File: config.mk
export PLATFORM = sky130hd
export DESIGN_NAME = epba_arbiter
export DESIGN_NICKNAME = d
export VERILOG_FILES = /design/src/rtl/epba_pkg.sv /design/src/rtl/epba_arbiter.sv
export VERILOG_INCLUDE_DIRS = /design/src /design/src/rtl
export SDC_FILE = /design/constraint.sdc
export NUM_CORES = 1
export LEC_CHECK = 0
export ABC_AREA = 1
export BUFFER_PORTS_ARGS = -buffer_cell sky130_fd_sc_hd__buf_2
export CORE_MARGIN = 2
export CORE_UTILIZATION = 45
export CTS_BUF_LIST = sky130_fd_sc_hd__clkbuf_4 sky130_fd_sc_hd__clkbuf_8 sky130_fd_sc_hd__clkbuf_16
export DETAILED_ROUTE_END_ITERATION = 7
export GPL_TIMING_DRIVEN = 0
export PLACE_DENSITY = 0.79
export SYNTH_ARGS = -nofsm -noshare
export SYNTH_HDL_FRONTEND = slang
export SYNTH_SLANG_ARGS = --single-unit
File: constraint.sdc
create_clock -name clk_i -period 3.32 [get_ports clk_i]
set_input_delay 0.332 -clock clk_i [delete_from_list [all_inputs] [get_ports clk_i]]
set_output_delay 0.332 -clock clk_i [all_outputs]
set_load 0.01 [all_outputs]
File: src/rtl/epba_defines.svh
`ifndef EPBA_DEFINES_SVH
`define EPBA_DEFINES_SVH

// ----------------------------------------------------------------------------
// register map
// ----------------------------------------------------------------------------
`define EPBA_CTRL_OFFSET    12'h000
`define EPBA_STATUS_OFFSET  12'h004
`define EPBA_CTRL_RESET     5'h00

// ----------------------------------------------------------------------------
// control field positions
// ----------------------------------------------------------------------------
`define EPBA_CTRL_DELAY_BIT   0
`define EPBA_CTRL_IGNORE_BIT  1
`define EPBA_CTRL_TAG_BIT     2
`define EPBA_CTRL_MONITOR_BIT 3
`define EPBA_CTRL_LOCK_BIT    4

// ----------------------------------------------------------------------------
// synchroniser lane positions and idle value
// ----------------------------------------------------------------------------
`define EPBA_SY_TREQ   0
`define EPBA_SY_TGACK  1
`define EPBA_SY_HHALT  2
`define EPBA_SY_START  3
`define EPBA_SY_DRST   4
`define EPBA_SY_AS     5
`define EPBA_SY_HALT   6
`define EPBA_SY_RESET  7
`define EPBA_SYNC_IDLE 8'hff

// ----------------------------------------------------------------------------
// timing
// ----------------------------------------------------------------------------
`define EPBA_TS_DELAY_CLKS 4

`endif

File: src/rtl/epba_pkg.sv
`default_nettype none

package epba_pkg;

  // arbiter states
  typedef enum logic [2:0] {
    EPBA_ARB_IDLE    = 3'b000,
    EPBA_ARB_REQ     = 3'b001,
    EPBA_ARB_GRANT   = 3'b010,
    EPBA_ARB_TARGET  = 3'b011,
    EPBA_ARB_HOST    = 3'b100
  } epba_arb_t;

  // handshake tagging states
  typedef enum logic [1:0] {
    EPBA_TAG_IDLE    = 2'b00,
    EPBA_TAG_QUAL    = 2'b01,
    EPBA_TAG_PULSE   = 2'b10,
    EPBA_TAG_INHIBIT = 2'b11
  } epba_tag_t;

endpackage

`default_nettype wire

File: src/rtl/epba_arbiter.sv
`timescale 1ns/1ps
`default_nettype none
`include "epba_defines.svh"

// Operation
// - latch target and host requests; request cpu bus while either pends
// - target request, grant ack, host halt, start, dma reset are synchronised
// - the arbiter state advances only on the processor clock
// - processor address strobe is synchronised before arbitration uses it
// - onward grant combines processor grant with arbiter grant
// - a dedicated flip-flop gives an early dma-active indication
// - generate timed dma strobes while the host owns the bus
// - first clock after grant ack: qualifier on, tag generator released
// - tag generator emits exactly one analysis clock pulse
// - third clock: qualifier off, tag generator cleared again
// - after a tag, wait for grant ack negated one clock
// - suppress memory-available when ignoring dma or tagging
// - qualifier asserted whenever monitoring-only mode is selected
// - tristate condition: halt or reset, no dma, no memory cycle
// - undelayed drive enable combines condition with arbiter tristate
// - delay option routes condition through a four-clock shift register
// - drive target bus grant low to hand the bus over
// - with lock set, pulse transfer ack low per emulation memory access
module epba_arbiter (
  input  wire logic        clk_i,
  input  wire logic        sys_rst_i,
  input  wire logic        hsel_i,
  input  wire logic [31:0] haddr_i,
  input  wire logic [1:0]  htrans_i,
  input  wire logic        hwrite_i,
  input  wire logic [2:0]  hsize_i,
  input  wire logic [31:0] hwdata_i,
  input  wire logic        hready_i,
  output logic             hreadyout_o,
  output logic             hresp_o,
  output logic [31:0]      hrdata_o,
  input  wire logic        target_bus_request_n_i,
  input  wire logic        target_grant_ack_n_i,
  input  wire logic        host_halt_request_n_i,
  input  wire logic        run_start_n_i,
  input  wire logic        dma_reset_n_i,
  input  wire logic        cpu_as_n_i,
  input  wire logic        cpu_halt_n_i,
  input  wire logic        cpu_reset_n_i,
  input  wire logic        cpu_bus_grant_n_i,
  input  wire logic        emu_mem_access_i,
  output logic             cpu_bus_request_n_o,
  output logic             cpu_grant_ack_n_o,
  output logic             target_bus_grant_n_o,
  output logic             dma_cycle_n_o,
  output logic             memory_cycle_n_o,
  output logic             dma_active_async_o,
  output logic             host_dma_strobe_n_o,
  output logic             analysis_only_qualifier_n_o,
  output logic             tag_pulse_o,
  output logic             memavail_suppress_o,
  output logic             memory_available_flag_o,
  output logic             target_drive_enable_n_o,
  output logic             target_transfer_ack_n_o,
  output logic             target_transfer_ack_oe_o
);

  // --------------------------------------------------------------------------
  // state
  // --------------------------------------------------------------------------
  typedef struct packed {
    logic [7:0]         sync1;
    logic [7:0]         sync2;
    epba_pkg::epba_arb_t arb;
    epba_pkg::epba_tag_t tag;
    logic               tgt_pend;
    logic               host_pend;
    logic               dma_active;
    logic               tag_pulse;
    logic               strobe;
    logic               ack;
    logic               ack_done;
    logic [3:0]         ts_shift;
    logic [4:0]         ctrl;
    logic               wr_pend;
    logic [11:0]        wr_addr;
    logic [31:0]        rdata;
  } epba_state_t;

  epba_state_t state_ff;
  epba_state_t nxt_state;

  // synchronised and derived views, all active high
  logic s_treq;
  logic s_tgack;
  logic s_hreq;
  logic s_start;
  logic s_drst;
  logic s_as;
  logic s_halt;
  logic s_reset;
  logic arb_grant;
  logic cpu_grant;
  logic ts_cond;
  logic ts_arb;
  logic addr_ok;

  // --------------------------------------------------------------------------
  // helpers
  // --------------------------------------------------------------------------
  // word-aligned offset match inside the 4 KiB window
  function automatic logic epba_hit(input logic [11:0] a, input logic [11:0] off);
    return a == off;
  endfunction

  // --------------------------------------------------------------------------
  // combinational views
  // --------------------------------------------------------------------------
  // synchroniser second stages only; first stage feeds nothing else
  assign s_treq  = ~state_ff.sync2[`EPBA_SY_TREQ];
  assign s_tgack = ~state_ff.sync2[`EPBA_SY_TGACK];
  assign s_hreq  = ~state_ff.sync2[`EPBA_SY_HHALT];
  assign s_start = ~state_ff.sync2[`EPBA_SY_START];
  assign s_drst  = ~state_ff.sync2[`EPBA_SY_DRST];
  assign s_as    = ~state_ff.sync2[`EPBA_SY_AS];
  assign s_halt  = ~state_ff.sync2[`EPBA_SY_HALT];
  assign s_reset = ~state_ff.sync2[`EPBA_SY_RESET];

  // arbiter grant and processor grant gated together
  assign arb_grant = state_ff.arb == epba_pkg::EPBA_ARB_GRANT ||
                     state_ff.arb == epba_pkg::EPBA_ARB_TARGET;
  assign cpu_grant = ~cpu_bus_grant_n_i;
  assign ts_arb    = state_ff.arb == epba_pkg::EPBA_ARB_TARGET ||
                     state_ff.arb == epba_pkg::EPBA_ARB_HOST;
  assign ts_cond   = (s_halt | s_reset) & ~ts_arb & ~s_as;
  assign addr_ok   = hsel_i & hready_i & htrans_i[1];

  // --------------------------------------------------------------------------
  // next state
  // --------------------------------------------------------------------------
  always_comb begin
    nxt_state = state_ff;
    // two-flop synchronisers for every pin-side input except processor grant and emulation memory access
    nxt_state.sync1 = {cpu_reset_n_i, cpu_halt_n_i, cpu_as_n_i, dma_reset_n_i,
                       run_start_n_i, host_halt_request_n_i, target_grant_ack_n_i,
                       target_bus_request_n_i};
    nxt_state.sync2 = state_ff.sync1;

    // request latches; a new request wins over the start clear, but dma reset clears both
    if (s_start) begin
      nxt_state.host_pend = 1'b0;
    end
    if (s_treq) begin
      nxt_state.tgt_pend = 1'b1;
    end
    if (s_hreq) begin
      nxt_state.host_pend = 1'b1;
    end

    // arbiter, clocked by the processor clock only
    case (state_ff.arb)
      epba_pkg::EPBA_ARB_IDLE: begin
        if (state_ff.tgt_pend || state_ff.host_pend) begin
          nxt_state.arb = epba_pkg::EPBA_ARB_REQ;
        end
      end
      epba_pkg::EPBA_ARB_REQ: begin
        if (cpu_grant && state_ff.host_pend) begin
          nxt_state.arb = epba_pkg::EPBA_ARB_HOST;
        end else if (cpu_grant) begin
          nxt_state.arb = epba_pkg::EPBA_ARB_GRANT;
        end
      end
      epba_pkg::EPBA_ARB_GRANT: begin
        if (s_tgack) begin
          nxt_state.arb      = epba_pkg::EPBA_ARB_TARGET;
          nxt_state.tgt_pend = s_treq;
        end
      end
      epba_pkg::EPBA_ARB_TARGET: begin
        if (!s_tgack) begin
          nxt_state.arb = epba_pkg::EPBA_ARB_IDLE;
        end
      end
      epba_pkg::EPBA_ARB_HOST: begin
        if (!s_hreq) begin
          nxt_state.arb       = epba_pkg::EPBA_ARB_IDLE;
          nxt_state.host_pend = 1'b0;
        end
      end
      default: begin
        nxt_state.arb = epba_pkg::EPBA_ARB_IDLE;
      end
    endcase

    // timed strobe while the host works in emulation memory
    nxt_state.strobe = nxt_state.arb == epba_pkg::EPBA_ARB_HOST && !s_as;

    // early dma indication, set from the raw processor grant
    nxt_state.dma_active = (cpu_grant && state_ff.arb != epba_pkg::EPBA_ARB_IDLE) ||
                           state_ff.arb == epba_pkg::EPBA_ARB_TARGET;

    // handshake tagging
    nxt_state.tag_pulse = 1'b0;
    case (state_ff.tag)
      epba_pkg::EPBA_TAG_IDLE: begin
        if (s_tgack && state_ff.ctrl[`EPBA_CTRL_TAG_BIT]) begin
          nxt_state.tag = epba_pkg::EPBA_TAG_QUAL;
        end
      end
      epba_pkg::EPBA_TAG_QUAL: begin
        nxt_state.tag       = epba_pkg::EPBA_TAG_PULSE;
        nxt_state.tag_pulse = 1'b1;
      end
      epba_pkg::EPBA_TAG_PULSE: begin
        nxt_state.tag = epba_pkg::EPBA_TAG_INHIBIT;
      end
      epba_pkg::EPBA_TAG_INHIBIT: begin
        if (!s_tgack) begin
          nxt_state.tag = epba_pkg::EPBA_TAG_IDLE;
        end
      end
      default: begin
        nxt_state.tag = epba_pkg::EPBA_TAG_IDLE;
      end
    endcase

    // transfer acknowledge, one pulse per emulation memory access
    nxt_state.ack = 1'b0;
    if (!s_as) begin
      nxt_state.ack_done = 1'b0;
    end else if (state_ff.ctrl[`EPBA_CTRL_LOCK_BIT] && emu_mem_access_i &&
                 state_ff.arb == epba_pkg::EPBA_ARB_TARGET && !state_ff.ack_done) begin
      nxt_state.ack      = 1'b1;
      nxt_state.ack_done = 1'b1;
    end

    // tristate delay line
    nxt_state.ts_shift = {state_ff.ts_shift[2:0], ts_cond};

    // dma reset forces the arbiter idle
    if (s_drst) begin
      nxt_state.arb       = epba_pkg::EPBA_ARB_IDLE;
      nxt_state.tgt_pend  = 1'b0;
      nxt_state.host_pend = 1'b0;
      nxt_state.strobe    = 1'b0;
    end

    // bus slave: data phase write, address phase capture
    if (state_ff.wr_pend && epba_hit(state_ff.wr_addr, `EPBA_CTRL_OFFSET)) begin
      nxt_state.ctrl = hwdata_i[4:0];
    end
    nxt_state.wr_pend = addr_ok & hwrite_i;
    nxt_state.wr_addr = haddr_i[11:0];
    if (addr_ok && !hwrite_i) begin
      if (epba_hit(haddr_i[11:0], `EPBA_CTRL_OFFSET)) begin
        nxt_state.rdata = {27'h0000000, state_ff.ctrl};
      end else if (epba_hit(haddr_i[11:0], `EPBA_STATUS_OFFSET)) begin
        nxt_state.rdata = {20'h00000, state_ff.ts_shift, state_ff.tag,
                           state_ff.dma_active, state_ff.host_pend,
                           state_ff.tgt_pend, state_ff.arb};
      end else begin
        nxt_state.rdata = 32'h00000000;
      end
    end
  end

  // --------------------------------------------------------------------------
  // state register
  // --------------------------------------------------------------------------
  always_ff @(posedge clk_i or posedge sys_rst_i) begin
    if (sys_rst_i) begin
      state_ff            <= '0;
      state_ff.sync1      <= `EPBA_SYNC_IDLE;
      state_ff.sync2      <= `EPBA_SYNC_IDLE;
      state_ff.arb        <= epba_pkg::EPBA_ARB_IDLE;
      state_ff.tag        <= epba_pkg::EPBA_TAG_IDLE;
      state_ff.ctrl       <= `EPBA_CTRL_RESET;
    end else begin
      state_ff <= nxt_state;
    end
  end

  // --------------------------------------------------------------------------
  // outputs
  // --------------------------------------------------------------------------
  // bus answers at once, always okay
  assign hreadyout_o = 1'b1;
  assign hresp_o     = 1'b0;
  assign hrdata_o    = state_ff.rdata;

  // arbitration handshakes
  assign cpu_bus_request_n_o  = ~(state_ff.arb == epba_pkg::EPBA_ARB_REQ ||
                                  state_ff.arb == epba_pkg::EPBA_ARB_GRANT ||
                                  state_ff.arb == epba_pkg::EPBA_ARB_TARGET ||
                                  state_ff.arb == epba_pkg::EPBA_ARB_HOST);
  assign target_bus_grant_n_o = ~(cpu_grant & arb_grant);
  assign cpu_grant_ack_n_o    = ~ts_arb;
  assign dma_cycle_n_o        = ~ts_arb;
  assign memory_cycle_n_o     = ~s_as;
  assign dma_active_async_o   = state_ff.dma_active;
  assign host_dma_strobe_n_o  = ~state_ff.strobe;

  // analysis qualifier and tag clock
  assign analysis_only_qualifier_n_o = ~(state_ff.tag == epba_pkg::EPBA_TAG_QUAL ||
                                         state_ff.tag == epba_pkg::EPBA_TAG_PULSE ||
                                         state_ff.ctrl[`EPBA_CTRL_MONITOR_BIT]);
  assign tag_pulse_o                 = state_ff.tag_pulse;

  // memory-available masking
  assign memavail_suppress_o     = state_ff.ctrl[`EPBA_CTRL_IGNORE_BIT] |
                                   state_ff.ctrl[`EPBA_CTRL_TAG_BIT];
  assign memory_available_flag_o = ~s_as & ~memavail_suppress_o;

  // target drive enable, direct or delayed
  assign target_drive_enable_n_o = state_ff.ctrl[`EPBA_CTRL_DELAY_BIT] ?
                                   (state_ff.ts_shift[3] | ts_arb) :
                                   (ts_cond | ts_arb);

  // open-drain style acknowledge to the target
  assign target_transfer_ack_n_o  = 1'b0;
  assign target_transfer_ack_oe_o = state_ff.ack;

  // --------------------------------------------------------------------------
  // assertions
  // --------------------------------------------------------------------------
  a_req_when_pend: assert property (@(posedge clk_i) disable iff (sys_rst_i)
    (state_ff.arb == epba_pkg::EPBA_ARB_IDLE && state_ff.tgt_pend && !s_drst)
      |=> !cpu_bus_request_n_o)
    else $error("bus request missing while request pending");

  a_sync_depth: assert property (@(posedge clk_i) disable iff (sys_rst_i)
    state_ff.sync2 == $past(state_ff.sync1))
    else $error("synchroniser stage skipped");

  a_grant_gated: assert property (@(posedge clk_i) disable iff (sys_rst_i)
    !target_bus_grant_n_o |-> (cpu_grant && arb_grant))
    else $error("target grant without both grants");

  a_dma_early: assert property (@(posedge clk_i) disable iff (sys_rst_i)
    ($rose(state_ff.arb == epba_pkg::EPBA_ARB_TARGET)) |-> state_ff.dma_active)
    else $error("dma flag late");

  a_tag_qual: assert property (@(posedge clk_i) disable iff (sys_rst_i)
    (state_ff.tag == epba_pkg::EPBA_TAG_IDLE && s_tgack &&
     state_ff.ctrl[`EPBA_CTRL_TAG_BIT]) |=> !analysis_only_qualifier_n_o)
    else $error("qualifier not asserted");

  a_tag_one: assert property (@(posedge clk_i) disable iff (sys_rst_i)
    $rose(tag_pulse_o) |=> !tag_pulse_o ##1 !tag_pulse_o)
    else $error("tag pulse longer than one clock");

  a_tag_end: assert property (@(posedge clk_i) disable iff (sys_rst_i)
    (state_ff.tag == epba_pkg::EPBA_TAG_QUAL) |=> ##1
      (state_ff.tag == epba_pkg::EPBA_TAG_INHIBIT))
    else $error("tag sequence did not close on third clock");

  a_tag_hold: assert property (@(posedge clk_i) disable iff (sys_rst_i)
    (state_ff.tag == epba_pkg::EPBA_TAG_INHIBIT && s_tgack) |=>
      state_ff.tag == epba_pkg::EPBA_TAG_INHIBIT)
    else $error("tag inhibit released early");

  a_suppress: assert property (@(posedge clk_i) disable iff (sys_rst_i)
    state_ff.ctrl[`EPBA_CTRL_TAG_BIT] |-> !memory_available_flag_o && memavail_suppress_o)
    else $error("memory available not suppressed");

  a_ts_delay: assert property (@(posedge clk_i) disable iff (sys_rst_i)
    (state_ff.ctrl[`EPBA_CTRL_DELAY_BIT] && !ts_arb &&
     $past(ts_cond, 4) && $past(state_ff.ctrl[`EPBA_CTRL_DELAY_BIT], 4))
      |-> target_drive_enable_n_o)
    else $error("delayed tristate wrong");

  a_dma_reset: assert property (@(posedge clk_i) disable iff (sys_rst_i)
    s_drst |=> (state_ff.arb == epba_pkg::EPBA_ARB_IDLE && cpu_bus_request_n_o &&
                target_bus_grant_n_o))
    else $error("dma reset did not idle arbiter");

endmodule

`default_nettype wire

==> results.yml, run 1 <==
grt:
  grt_max_degree: 46
  grt_antenna_before_repair: 0
  grtUsageTotal_pct: 17.2
  grt_overflow: 0
  grt_pass1_wl_um: 8150
  grt_pass1_vias: 1889
setup_path:
  critical_path_buf_inv_count: 4
  cp_top_family: "buffers and inverters"
  critPathMaxStageDelay_ns: 0.43
  start_kind: "flip-flop"
  critPathSlowestCell: "dfrtp_1"
  cp_max_fo: 4
  ff2ff_path_depth: 5
  crit_arrival_ns: 1.72
  r2r_end: "state_ff[61]"
  r2r_start: "state_ff[62]"
  crit_chain: "inv_1 -> nand2_1 -> nor2_1 -> inv_1 -> nand2_1 -> inv_1 -> o311ai_1 -> buf_2"
  end_kind: "output pin"
  critical_path_depth: 8
  path_class: "reg2out"
  crit_required_ns: 2.99
  reg2reg_slack_ns: 2.04
  path_common_cell: "inv_1"
power:
  sw_frac_of_total_pct: 26.3
  pwr-share-seq_pct: 51.9
  p_comb_share_pct: 13.0
  power_switching_uw: 429
  pwr-share-clk_pct: 35.1
  p_int_uw: 1200
  vdd_ir_drop_max_uv: 383
  power.leakage_uw: 0.00183
  p_per_area_mw_per_mm2: 493
finish:
  num-fill-cells: 480
  nets: 447
  antenna_cells: 0
  post-route-util_pct: 59.1
  drive_gt1_share_pct: 40.5
  area_growth_pct: 24.8
  final_cell_mix: "nand2_1 (61), buf_2 (58), dfrtp_1 (46), buf_4 (37), nand3_1 (27)"
  instances_no_fill: 435
  layout_commonest_cell: "nand2_1"
die:
  dieArea_mm2: 0.00653
  num_io_pins: 132
  core_area_mm2: 0.00561
  initial_core_util_pct: 47.3
  dieWidth_um: 80.8
  fp.dieH_um: 80.8
  num_rows: 27
routing:
  routed_wl_um: 4780
  drcViolationCount: 0
  wire_per_inst_um: 11.0
  drt_first_iter_violations: 75
  first_pass_iters: 4
  vias_per_cell: 4.39
  detail-route-antenna-nets: 0
  vias: 1911
placement:
  place_hpwl_um: 3680
  place_ws_ns: 1.65
  port_buffers: 57
  dp.cells: 418
  routabilityCongestion: 0.815
clock_network:
  cts_setup_buffers: 0
  clk_path_buf_depth: 2
  cts_made_buffers: 9
  insertion_delay_ns: 0.34
  root_buffer: "clkbuf_8"
  cts_tree: "done"
  clkTransAtPathRegs_ns: 0.06
  htree_levels: 3
  cts.sink_count: 62
timing:
  finalSetupViolations: 0
  finalSetupTns_ns: 0
  hold_viol: 0
  max_freq_mhz: 488
  setup_ws_ns: 1.27
  period_share_pct: 61.8
  fin_crit_ns: 2.05
  fin_worst_skew_ns: 0.00597
  rsz0062_at_grt: "no"
  slew_violations: 0
min_path:
  hold_path_depth: 1
  hold_path_end: "nxt_state[70]"
  hold_path_class: "in2reg"
  min_from: "dma_reset_n_i"
logic_synthesis:
  synth.yosys.seq_area_share_pct: 59.2
  ys_warn_count: 0
  synth-seq-cells: 62
  ys_types: 24
  synth_area_mm2: 0.00266
  syn_area_per_cell_um2: 9.94
  synthCells: 267
job:
  cap_viol_max_count: 0
run_status:
  status: "completed"
## cell families (layout without fill, tap and decap cells)
group / Yosys count / count (layout) / synth area share (%)
other: 2 / 23 / 0.283
adder cells (fa/ha/maj): 5 / 5 / 2.36
AO/OA/AOI/OAI: 12 / 12 / 2.50
buffers and inverters: 60 / 135 / 13.8
flip-flops: 62 / 62 / 59.2
AND/OR/NAND/NOR: 126 / 126 / 21.9
## power by group through the flow
stage | clock [µW] | sequential, µW | combinational [µW]
after floorplan | 0 | 854 | 141
after global routing | 628 | 854 | 247
after detailed placement | 0 | 861 | 213
after global placement | 0 | 856 | 198
final | 573 | 848 | 212
after CTS | 587 | 848 | 214
## repair_timing
action                                 CTS  global route
endpoints found under the hold margin    3             0
hold buffers                             1             0
resized for setup                        0             0
## registers in the layout (all words and copies together) (netlist names)
name                      flops
tag_pulse_o                   1
state_ff                     35
dma_active_async_o            1
target_transfer_ack_oe_o      1
memory_cycle_n_o              1
hrdata_o                     12
nxt_state                    11
## metrics by stage
stage	total power (µW)	hold WS, ns	instance area, µm²
after floorplan	995	0.336	2730
after global placement	1050	0.346	3110
after detailed placement	1070	0.327	3130
after CTS	1650	0.0695	3310
after global routing	1730	0.0582	3310
final	1630	0.0849	3310
## synthesized netlist by cell type
master,count,share of area [%]
dfstp_2,16,16
nor3_4,2,1.2
ha_1,5,2.4
o21ai_0,5,0.94
buf_2,1,0.19
conb_1,2,0.28
nor2_2,8,1.9
o311ai_1,1,0.33
nand2_1,61,8.6
nor2_1,17,2.4
nor3_2,1,0.38
a22oi_1,1,0.28
nand2_2,4,0.94
nor3_1,2,0.38
nand3_1,27,5.1
dfrtp_1,46,43
or2_1,1,0.24
or2_2,1,0.24
a21oi_1,5,0.94
nand3b_1,1,0.28
inv_2,2,0.28
buf_4,37,10
nand4_1,1,0.24
inv_1,20,2.8
## routing by layer
metal	track usage (%)	vias up	part of all wire, %
li1	-	962	-
met5	0	-	0
met3	7.67	9	7.5
met1	19.6	873	42
met4	6.95	0	1.6
met2	28.3	67	49
## cell type report
cell class                 count  area, µm²  area share (%)
sequential                    62       1570            47.4
multi-input combinational    166        797            24.0
timing repair buffer          59        315            9.51
buffer                        38        283            8.53
clock buffer                  12        153            4.61
tap                           72       90.1            2.72
inverter                      22       82.6            2.49
clock inverter                 4       22.5           0.680
## worst max path at each step
stage               slack [ns]          from                 endpoint
floorplan                 1.47     sys_rst_i       dma_active_async_o
finish                    1.27  state_ff[65]  target_drive_enable_n_o
global route              1.06  state_ff[65]  target_drive_enable_n_o
detailed placement        1.65  state_ff[65]  target_drive_enable_n_o
global placement          0.85     sys_rst_i              hrdata_o[5]
CTS                       1.26  state_ff[65]  target_drive_enable_n_o
Note: power is estimated with default switching activity, not from simulation.
==> run 2: changes to the inputs <==
--- a/config.mk
+++ b/config.mk
@@ -6,7 +6,7 @@
 export SDC_FILE = /design/constraint.sdc
 export NUM_CORES = 1
 export LEC_CHECK = 0
-export ABC_AREA = 1
+export ABC_AREA = 0
 export BUFFER_PORTS_ARGS = -buffer_cell sky130_fd_sc_hd__buf_2
 export CORE_MARGIN = 2
 export CORE_UTILIZATION = 45
==> constraint.sdc (replaced) <==
create_clock -name clk_i -period 2 [get_ports clk_i]
set_input_delay 0.2 -clock clk_i [delete_from_list [all_inputs] [get_ports clk_i]]
set_output_delay 0.2 -clock clk_i [all_outputs]
set_load 0.01 [all_outputs]
==> results.yml, run 2 <==
run_status:
  status: "completed"
logic_synthesis:
  synthCells: 214
  ys_warn_count: 0
  synth_area_mm2: 0.00258
  yosysMostFrequentCell: "dfrtp_1"
  synth_area_leaders: "dfrtp_1 (45%), dfstp_2 (16%), buf_4 (11%)"
  yosys.area.top_type_share_pct: 44.6
  synth.yosys.seq_area_share_pct: 60.8
  synth_commonest_cells: "dfrtp_1 (46), buf_4 (37), nand2_1 (25)"
  synth-seq-cells: 62
  syn_area_per_cell_um2: 12.1
  ys_types: 41
  synthArstFlopShare_pct: 100
  synth-edff-count: 0
  ys.flop_type: "dfrtp_1"
  synth_top_area_cell: "dfrtp_1"
placement:
  place_area_mm2: 0.00306
  routabilityCongestion: 0.787
  port_buffers: 57
  place_hpwl_um: 3380
die:
  core_area_mm2: 0.00554
  fp.dieH_um: 79.8
  dieArea_mm2: 0.00636
  dieWidth_um: 79.8
  num_io_pins: 132
  num_rows: 27
  initial_core_util_pct: 46.6
clock_network:
  cts.sink_count: 62
  insertion_delay_ns: 0.34
  clk_path_buf_depth: 2
  htree_levels: 3
  cts.repair.resized: 0
  root_buffer: "clkbuf_8"
  cts_made_buffers: 9
  clkTransAtPathRegs_ns: 0.07
  cts_tree: "done"
power:
  power.leakage_uw: 0.00176
  power_switching_uw: 741
  p_comb_share_pct: 14.6
  p_per_area_mw_per_mm2: 855
  vdd_ir_drop_max_uv: 538
  p_int_uw: 2220
  pwr-share-seq_pct: 47.6
  pwr-share-clk_pct: 37.7
  sw_frac_of_total_pct: 25.0
setup_path:
  r2r_start: "state_ff[61]"
  end_kind: "output pin"
  ff2ff_path_depth: 4
  start_kind: "flip-flop"
  crit_arrival_ns: 1.67
  cp_max_fo: 8
  critPathSlowestCell: "dfrtp_1"
  path_class: "reg2out"
  crit_chain: "or3b_1 -> o21a_1 -> buf_4 -> buf_2"
  reg2reg_slack_ns: 0.57
  crit_required_ns: 1.80
  r2r_end: "state_ff[62]"
  critPathMaxStageDelay_ns: 0.49
routing:
  vias: 1782
  drt_first_iter_violations: 121
  detail-route-antenna-nets: 0
  vias_per_cell: 4.44
  drcViolationCount: 0
  routed_wl_um: 4840
  wire_per_inst_um: 12.1
  first_pass_iters: 4
finish:
  num-fill-cells: 444
  regMostFlops: "state_ff"
  drive_gt1_share_pct: 43.2
  stdcell_area_mm2: 0.00346
  layout_commonest_cell: "buf_2"
  final_cell_mix: "buf_2 (59), dfrtp_1 (46), buf_4 (37), nand2_1 (25), conb_1 (23)"
  largest_reg_flops: 35
  antenna_cells: 0
  nets: 413
  area_growth_pct: 34.0
timing:
  period_share_pct: 93.5
  fin_hold_ws_ns: 0.0246
  finalSetupViolations: 0
  fin_worst_skew_ns: 0.00686
  hold_viol: 0
  slew_violations: 0
  rsz0062_at_grt: "no"
  max_freq_mhz: 535
  fin_crit_ns: 1.87
min_path:
  hold_path_depth: 1
  hold_path_class: "in2reg"
  min_from: "haddr_i[2]"
  hold_path_end: "state_ff[34]"
grt:
  grtUsageTotal_pct: 17.2
  grt_pass1_wl_um: 8160
  grt_overflow: 0
  grt_max_degree: 43
  grt_antenna_before_repair: 0
  grt_pass1_vias: 1755
job:
  cap_viol_max_count: 0
[run 2: logic make-up after synthesis]
kind of cell / count (synthesis) / synth area share, %
compound gates: 24 / 5.47
xor+xnor: 1 / 0.339
fa+ha+maj: 5 / 2.42
buf+inv: 49 / 12.6
flops: 62 / 60.8
mux: 12 / 4.94
other cells: 2 / 0.291
simple gates: 59 / 13.1
[run 2: critical path, delay by kind of cell (launching register included)]
| family | cells | cell delay (ns) |
|---|---|---|
| DFF | 1 | 0.49 |
| buffers and inverters | 2 | 0.27 |
| and+or+nand+nor | 1 | 0.41 |
| AOI/OAI and AO/OA | 1 | 0.17 |
[run 2: area by class of cell]
type                            instances  area [µm²]  area share (%)
Sequential cell                        62        1570            45.4
Multi-Input combinational cell        124         766            22.1
Timing Repair Buffer                   78         505            14.6
Buffer                                 41         295            8.53
Clock buffer                           12         159            4.59
Tap cell                               72        90.1            2.60
Clock inverter                          4        45.0            1.30
Inverter                                8        30.0           0.867
[run 2: how the worst max path moves through the flow]
stage	from	endpoint	slack, ns	cells after the start
detailed placement	state_ff[65]	dma_cycle_n_o	0.51	4
global route	state_ff[65]	dma_cycle_n_o	0.07	4
finish	state_ff[65]	dma_cycle_n_o	0.13	4
global placement	sys_rst_i	tag_pulse_o	-0.34	2
CTS	state_ff[65]	dma_cycle_n_o	0.14	4
floorplan	sys_rst_i	dma_active_async_o	0.29	1
[run 2: metal layers]
metal / share of wire, % / up-vias / GRT usage, %
met2: 46 / 68 / 27.5
met1: 44 / 829 / 21.4
met3: 6.8 / 14 / 4.75
li1: - / 871 / -
met5: 0 / - / 0
met4: 2.7 / 0 / 8.98
[run 2: per-stage QoR]
stage | TNS (ns) | instances | power [µW] | worst slack, ns | utilization [%]
4_1_cts | 0 | 401 | 2990 | 0.138 | 62.5
3_3_place_gp | -15.38 | 364 | 1810 | -0.337 | 54.8
2_1_floorplan | 0 | 235 | 1700 | 0.285 | -
3_5_place_dp | 0 | 365 | 1840 | 0.509 | 55.2
6_report | 0 | 401 | 2960 | 0.131 | 62.5
5_1_grt | 0 | 401 | 3110 | 0.0721 | 62.5
[run 2: power groups by stage]
stage / clock, µW / sequential, µW / combinational [µW]
2_1_floorplan: 0 / 1420 / 274
3_3_place_gp: 0 / 1430 / 382
3_5_place_dp: 0 / 1430 / 405
4_1_cts: 1140 / 1410 / 438
5_1_grt: 1200 / 1420 / 487
6_report: 1120 / 1410 / 433
[run 2: repair_timing]
item                      in CTS  in global routing
hold buffers                  20                  0
buffers inserted               0                  0
hold endpoints to repair      25                  0
